### config.mk
export PLATFORM = sky130hd
export DESIGN_NAME = alof_core
export DESIGN_NICKNAME = d
export VERILOG_FILES = /design/src/core/alof_pkg.sv /design/src/core/alof_core.sv
export SDC_FILE = /design/constraint.sdc
export NUM_CORES = 1
export LEC_CHECK = 0
export ABC_AREA = 1
export BUFFER_PORTS_ARGS = -buffer_cell sky130_fd_sc_hd__buf_2
export CELL_PAD_IN_SITES_DETAIL_PLACEMENT = 1
export CELL_PAD_IN_SITES_GLOBAL_PLACEMENT = 2
export CORE_ASPECT_RATIO = 1.1
export CORE_MARGIN = 2
export CORE_UTILIZATION = 34
export CTS_CLUSTER_SIZE = 20
export DETAILED_ROUTE_END_ITERATION = 7
export MAX_ROUTING_LAYER = met4
export PLACE_DENSITY = 0.82
export SLEW_MARGIN = 20
export SYNTH_ARGS = -nofsm -noshare
export SYNTH_HDL_FRONTEND = slang
export SYNTH_SLANG_ARGS = --single-unit
### constraint.sdc
create_clock -name ref_clk -period 3.22 [get_ports ref_clk]
set_clock_uncertainty 0.2 [all_clocks]
set_input_delay 0.322 -clock ref_clk [delete_from_list [all_inputs] [get_ports ref_clk]]
set_output_delay 0.322 -clock ref_clk [all_outputs]
set_load 0.02 [all_outputs]
### src/core/alof_pkg.sv
`default_nettype none

package alof_pkg;

    // widths and pipeline depth
    localparam int          WORD_W         = 8;
    localparam int          PIPE_LATENCY   = 9;
    localparam int          APB_AW         = 8;

    // saturation codes in offset binary
    localparam logic [7:0]  CODE_TOP       = 8'hff;
    localparam logic [7:0]  CODE_BOTTOM    = 8'h00;
    localparam int          MSB_POS        = 7;

    // register byte offsets
    localparam logic [7:0]  OFS_CTRL       = 8'h00;
    localparam logic [7:0]  OFS_STATUS     = 8'h04;
    localparam logic [7:0]  OFS_IRQ_STAT   = 8'h08;
    localparam logic [7:0]  OFS_IRQ_EN     = 8'h0c;
    localparam logic [7:0]  OFS_IRQ_CLR    = 8'h10;
    localparam logic [7:0]  OFS_WORD_CNT   = 8'h14;

    // field positions
    localparam int          CTRL_RUN_BIT   = 0;
    localparam int          ST_RANGE_BIT   = 8;
    localparam int          ST_HALF_BIT    = 9;
    localparam int          ST_OFFS_BIT    = 10;
    localparam int          IRQ_W          = 2;
    localparam int          IRQ_WORD_BIT   = 0;
    localparam int          IRQ_RANGE_BIT  = 1;

    // reset values
    localparam logic        CTRL_RUN_RST   = 1'b1;
    localparam logic [1:0]  IRQ_EN_RST     = 2'h0;

    // one converted result travelling down the pipeline
    typedef struct packed {
        logic               over;
        logic               under;
        logic [7:0]         code;
    } alof_smp_t;

    // apb request from the master
    typedef struct packed {
        logic [7:0]         paddr;
        logic               psel;
        logic               penable;
        logic               pwrite;
        logic [31:0]        pwdata;
    } alof_apb_req_t;

endpackage

`default_nettype wire

### src/core/alof_core.sv
// Added by the designer: the register addresses and the APB interface to the registers.
`default_nettype none

module alof_core
    import alof_pkg::*;
#(
    parameter int LATENCY = PIPE_LATENCY
)
(
    // clock, reset, enable
    input  wire logic          ref_clk,
    input  wire logic          sys_rst,
    input  wire logic          clk_en,
    // sampling clock pins and control pins
    input  wire logic          sample_clock_true,
    input  wire logic          sample_clock_comp,
    input  wire logic          half_rate_select,
    input  wire logic          format_select,
    // quantizer result, same clock domain
    input  wire alof_smp_t     quant_in,
    // apb slave
    input  wire alof_apb_req_t apb_req,
    output logic               pready,
    output logic [31:0]        prdata,
    output logic               pslverr,
    // interrupt
    output logic               irq,
    // lvds output pairs
    output logic [7:0]         sample_word_pairs_true,
    output logic [7:0]         sample_word_pairs_comp,
    output logic               range_flag_true,
    output logic               range_flag_comp,
    output logic               data_clock_out_true,
    output logic               data_clock_out_comp
);

    // the pipeline needs at least one stage to hold a result
    if (LATENCY < 1)
    begin : g_bad_latency
        $error("alof_core: LATENCY must be at least 1");
    end

    // offset binary to twos complement differs only in the top bit
    function automatic logic [7:0] fmt_word(input logic [7:0] ob, input logic offs);
        logic [7:0] w;
        w = ob;
        if (!offs)
            w[MSB_POS] = ~ob[MSB_POS];
        return w;
    endfunction

    // clamp a result to its full scale code
    function automatic logic [7:0] sat_code(input alof_smp_t s);
        logic [7:0] c;
        c = s.code;
        if (s.over)
            c = CODE_TOP;
        else if (s.under)
            c = CODE_BOTTOM;
        return c;
    endfunction

    // two flop synchronisers for the pins; order: true, comp, half, fmt
    logic [3:0] sync1_r;
    logic [3:0] sync2_r;
    logic [1:0] clk_prev_r;

    always_ff @(posedge ref_clk)
    begin
        if (sys_rst)
        begin
            sync1_r    <= 4'h0;
            sync2_r    <= 4'h0;
            clk_prev_r <= 2'h0;
        end
        else if (clk_en)
        begin
            sync1_r    <= {format_select, half_rate_select, sample_clock_comp, sample_clock_true};
            sync2_r    <= sync1_r;
            clk_prev_r <= sync2_r[1:0];
        end
    end

    // edge decode on the synchronised clock pair
    wire clk_t_s    = sync2_r[0];
    wire clk_c_s    = sync2_r[1];
    wire full_rate  = sync2_r[2];
    wire offs_fmt   = sync2_r[3];
    wire rise_t     = clk_t_s & ~clk_prev_r[0];
    wire fall_c     = ~clk_c_s & clk_prev_r[1];
    wire fall_t     = ~clk_t_s & clk_prev_r[0];
    // a comp fall counts only together with a true rise, so the true rise alone marks the sample
    wire samp_edge  = rise_t | (fall_c & ~clk_prev_r[0] & clk_t_s);

    // divider, run gate and the taken-edge strobe
    logic div_r;
    logic run_r;
    // a low or floating select counts as divide by two
    wire  take      = samp_edge & run_r & (full_rate | div_r);
    wire  half_mode = ~full_rate;

    always_ff @(posedge ref_clk)
    begin
        if (sys_rst)
            div_r <= 1'b0;
        else if (clk_en)
        begin
            if (full_rate)
                div_r <= 1'b0;
            else if (samp_edge)
                div_r <= ~div_r;
        end
    end

    // result pipeline: shifts once per taken edge, depth is the latency
    alof_smp_t pipe_r [LATENCY];

    always_ff @(posedge ref_clk)
    begin
        if (sys_rst)
        begin
            for (int i = 0; i < LATENCY; i++)
                pipe_r[i] <= '0;
        end
        else if (clk_en && take)
        begin
            pipe_r[0] <= quant_in;
            for (int i = 1; i < LATENCY; i++)
                pipe_r[i] <= pipe_r[i-1];
        end
    end

    // output stage: word and flag change together, clock rises a cycle later
    wire alof_smp_t tail     = pipe_r[LATENCY-1];
    wire [7:0]      out_nxt  = fmt_word(sat_code(tail), offs_fmt);
    wire            rng_nxt  = tail.over | tail.under;
    logic [7:0]     word_r;
    logic           rng_r;
    logic           dclk_r;
    logic           upd_r;

    always_ff @(posedge ref_clk)
    begin
        if (sys_rst)
        begin
            word_r <= fmt_word(CODE_BOTTOM, 1'b1);
            rng_r  <= 1'b0;
            upd_r  <= 1'b0;
            dclk_r <= 1'b0;
        end
        else if (clk_en)
        begin
            upd_r <= take;
            if (take)
            begin
                word_r <= out_nxt;
                rng_r  <= rng_nxt;
            end
            // rising after the data settles gives the receiver its setup
            if (upd_r)
                dclk_r <= 1'b1;
            else if (fall_t)
                dclk_r <= 1'b0;
        end
    end

    // differential pairs are registered copies, never gates on the pins
    always_ff @(posedge ref_clk)
    begin
        if (sys_rst)
        begin
            sample_word_pairs_true <= 8'h00;
            sample_word_pairs_comp <= 8'hff;
            range_flag_true        <= 1'b0;
            range_flag_comp        <= 1'b1;
            data_clock_out_true    <= 1'b0;
            data_clock_out_comp    <= 1'b1;
        end
        else if (clk_en)
        begin
            sample_word_pairs_true <= word_r;
            sample_word_pairs_comp <= ~word_r;
            range_flag_true        <= rng_r;
            range_flag_comp        <= ~rng_r;
            data_clock_out_true    <= dclk_r;
            data_clock_out_comp    <= ~dclk_r;
        end
    end

    // events seen by software
    logic [31:0]      word_cnt_r;
    logic [IRQ_W-1:0] irq_stat_r;
    logic [IRQ_W-1:0] irq_en_r;
    wire  [IRQ_W-1:0] irq_evt;
    assign irq_evt[IRQ_WORD_BIT]  = take;
    assign irq_evt[IRQ_RANGE_BIT] = take & rng_nxt;

    // apb decode: access completes in the cycle pready is high
    wire        setup_ph  = apb_req.psel & ~apb_req.penable;
    wire        access_ok = apb_req.psel & apb_req.penable & pready;
    wire        wr_acc    = access_ok & apb_req.pwrite;
    wire [7:0]  adr       = apb_req.paddr;
    wire        hit_ctrl  = (adr == OFS_CTRL);
    wire        hit_stat  = (adr == OFS_STATUS);
    wire        hit_istat = (adr == OFS_IRQ_STAT);
    wire        hit_ien   = (adr == OFS_IRQ_EN);
    wire        hit_iclr  = (adr == OFS_IRQ_CLR);
    wire        hit_cnt   = (adr == OFS_WORD_CNT);
    wire        mapped    = hit_ctrl | hit_stat | hit_istat | hit_ien | hit_iclr | hit_cnt;
    // writes to read only words are refused as errors as well
    wire        wr_bad    = apb_req.pwrite & (hit_stat | hit_istat | hit_cnt);
    wire [IRQ_W-1:0] clr_mask = (wr_acc & hit_iclr) ? apb_req.pwdata[IRQ_W-1:0] : '0;

    // read mux, status shows the live output state
    logic [31:0] rd_mux;
    always_comb
    begin
        rd_mux = 32'h0000_0000;
        if (hit_ctrl)
            rd_mux[CTRL_RUN_BIT] = run_r;
        else if (hit_stat)
        begin
            rd_mux[WORD_W-1:0]   = word_r;
            rd_mux[ST_RANGE_BIT] = rng_r;
            rd_mux[ST_HALF_BIT]  = half_mode;
            rd_mux[ST_OFFS_BIT]  = offs_fmt;
        end
        else if (hit_istat)
            rd_mux[IRQ_W-1:0] = irq_stat_r;
        else if (hit_ien)
            rd_mux[IRQ_W-1:0] = irq_en_r;
        else if (hit_cnt)
            rd_mux = word_cnt_r;
    end

    // bus handshake: one wait-free access phase after each setup
    always_ff @(posedge ref_clk)
    begin
        if (sys_rst)
        begin
            pready  <= 1'b0;
            prdata  <= 32'h0000_0000;
            pslverr <= 1'b0;
        end
        else if (clk_en)
        begin
            pready  <= setup_ph;
            if (setup_ph)
            begin
                prdata  <= apb_req.pwrite ? 32'h0000_0000 : rd_mux;
                pslverr <= ~mapped | wr_bad;
            end
            else if (access_ok)
            begin
                prdata  <= 32'h0000_0000;
                pslverr <= 1'b0;
            end
        end
    end

    // software registers; a new event wins over a clear in the same cycle
    always_ff @(posedge ref_clk)
    begin
        if (sys_rst)
        begin
            run_r      <= CTRL_RUN_RST;
            irq_en_r   <= IRQ_EN_RST;
            irq_stat_r <= '0;
            word_cnt_r <= 32'h0000_0000;
            irq        <= 1'b0;
        end
        else if (clk_en)
        begin
            if (wr_acc && hit_ctrl)
                run_r <= apb_req.pwdata[CTRL_RUN_BIT];
            if (wr_acc && hit_ien)
                irq_en_r <= apb_req.pwdata[IRQ_W-1:0];
            irq_stat_r <= (irq_stat_r & ~clr_mask) | irq_evt;
            if (take)
                word_cnt_r <= word_cnt_r + 32'h0000_0001;
            irq <= |(((irq_stat_r & ~clr_mask) | irq_evt) & irq_en_r);
        end
    end

endmodule

`default_nettype wire

==> qor.yml <==
outcome:
  outcome: "finished clean"
setup_path:
  crit_type: "input pin to flop"
  required_ns: 3.46
  cp_max_fo: 21
  end_kind: "flop"
  crit_arrival_ns: 2.64
  start_kind: "input pin"
pwr:
  p_leak_nw: 4.12
  p_clk_frac: 0.470
  power_switching_w: 0.00127
  p_total_w: 0.00568
  powerDensity_nw_per_um2: 551
  internal_power_w: 0.00442
  ir_worst_vdd_mv: 0.531
  seq_power_share: 0.486
  p_comb_frac: 0.044
  switching_share: 0.223
yosys:
  yosys.area.top_type: "edfxtp_1"
  synth-seq-cells: 201
  async_flop_share: 0
  synth_area_um2: 8620
  yosysMostFrequentCell: "nand2_1"
  avgSynthCellArea_um2: 8.39
  ys_top_cells_by_count: "nand2_1 (254), nor2_1 (157), inv_1 (134)"
  synth-main-ff-cell: "dfxtp_1"
  postSynthCellCount: 1028
  synth-edff-count: 90
  seq_area_frac_synth: 0.571
  syn_nets: 1089
  yosysUniqueCellTypes: 37
  synth_area_leaders: "edfxtp_1 (31%), dfxtp_1 (26%), nand2_1 (11%)"
  netlist.area_leader.share: 0.313
  ys_warn_count: 0
cts:
  htreeDepth: 1
  cts_buffer_depth: 3
  path_clk_slew_ns: 0.06
  cts.sinks: 201
  clock_latency_ns: 0.53
  ctsResizeCount: 0
  cts_tree: "done"
  cts-root-buf: "clkbuf_16"
  cts_setup_buffers: 0
  cts_made_buffers: 23
sta:
  period_share: 0.746
  max_freq_mhz: 416
  tightest_slew_ns: 0.764
  timing.final.crit_period_ns: 2.40
  setup_tns_ns: 0
  finalMaxSlewViolations: 0
  relSlewSlack: 0.491
  rsz0062_at_grt: "false"
  setup_viol: 0
  finalHoldViolCount: 0
floorplanning:
  ios: 115
  start_util: 0.343
  core_um2: 25100
  dieArea_um2: 26700
  die_y_um: 171
  die_w_um: 156
  rows: 61
drt:
  vias_per_cell: 4.63
  firstDrtPassIters: 4
  wirelength_mm: 20.2
  vias: 6755
  wl_per_cell_um: 13.8
  drt_iter0_markers: 358
  drc: 0
  ant_nets: 0
grt:
  grt_first_pass_wirelength_mm: 33.5
  grt_pass1_vias: 6680
  grt_max_degree: 99
  grt_util_all_layers: 0.159
  grt-ovfl-total: 0
  antenna_found_initial: 0
place:
  place_congestion: 0.814
  dpl.hpwl_mm: 13.5
  io_buffers: 83
  place_inst: 1397
final_layout:
  syn_to_final_growth_pct: 19.5
  multi_input_area_um2: 2910
  nFillCells: 2994
  final_layout_size_suffix_gt1_frac: 0.163
  finalCoreUtilization: 0.410
  nNetsFinal: 1187
  diodes: 0
  register_area_um2: 4920
  stdcell_count: 1458
flow_run:
  maxCapViolations: 0
worst_hold_path:
  hold_class: "input pin to flop"
[power groups by stage]
stage          clock, W  combinational, W  sequential [W]
2_1_floorplan         0          0.000135         0.00283
3_3_place_gp          0          0.000228         0.00281
3_5_place_dp          0          0.000234         0.00282
4_1_cts         0.00276          0.000253         0.00276
5_1_grt         0.00286          0.000279         0.00277
6_report        0.00267          0.000247         0.00276
[through the flow]
| stage | setup slack, ns | hold slack [ns] | area [um2] |
|---|---|---|---|
| finish | 0.817 | 0.0417 | 10300 |
| global route | 0.631 | 0.0516 | 10300 |
| CTS | 0.848 | 0.0265 | 10300 |
| detailed placement | 0.927 | 0.239 | 9330 |
| global placement | 0.953 | 0.232 | 9330 |
| floorplan | 0.610 | 0.224 | 8620 |
[logic make-up after synthesis]
logic type	share of synthesized area
compound gates	0.0897
fa+ha+maj	0.00145
buf+inv	0.0920
flops	0.571
xor+xnor	0.00914
simple gates	0.237
[per-layer routing]
metal  global-route usage  vias up  part of all wire
li1                     -     3432                 -
met1                0.194     3187              0.45
met2                0.276      102              0.49
met3               0.0258       34             0.042
met4               0.0383        0             0.018
met5                    -        -                 0
[layout make-up]
type                            count  share of cell area
Multi-Input combinational cell    634               0.282
Clock inverter                     10             0.00935
Inverter                          154              0.0563
Sequential cell                   201               0.478
Clock buffer                       32              0.0674
Tap cell                          315              0.0382
Timing Repair Buffer              112              0.0685
[flip-flops by register name, indices dropped and copies added (netlist names), 2 cells and up]
signal / flops
sample_word_pairs_comp: 8
sync2_r: 3
word_r: 8
irq_en_r: 2
pipe_r: 90
word_cnt_r: 32
prdata: 32
irq_stat_r: 2
sample_word_pairs_true: 8
sync1_r: 3
[final timing paths]
| kind | endpoint | slack (ns) | from | cells past startpoint |
|---|---|---|---|---|
| max | prdata[29] | 0.82 | apb_req[33] | 10 |
| min | irq_en_r[0] | 0.04 | apb_req[35] | 5 |
| max reg2reg | pipe_r[0][48] | 0.93 | sync2_r[2] | 8 |
| min reg2reg | sample_word_pairs_comp[3] | 0.25 | sample_word_pairs_comp[3] | 2 |
[layout by cell type (no fill, tap or decap), drive strengths merged]
master and count:
a21o 1, a21oi 87, a31oi 1, buf 93
bufinv 1, clkbuf 32, clkinv 8, clkinvlp 1
dfxtp 111, dlygate4sd3 19, edfxtp 90, ha 1
inv 154, nand2 258, nand3 29, nand3b 5
nand4 3, nor2 174, nor3 11, nor4 1
o211ai 1, o21a 10, o21ai 27, o22ai 15
o311ai 1, xnor2 2, xor2 7
[what timing repair did]
action | CTS | global route
endpoints found under the hold margin | 21 | 0
setup endpoints to repair | 0 | 0
hold buffers | 19 | 0
[critical path, cell delays in order]
cell,delay (ns)
dlygate4sd3_1,0.53
buf_2,0.14
nor2_4,0.12
dlygate4sd3_1,0.61
inv_2,0.05
nor2_2,0.12
inv_2,0.06
nor2_4,0.41
nand2_1,0.11
a21oi_1,0.14
No activity file was read; power rests on OpenSTA's default activity.
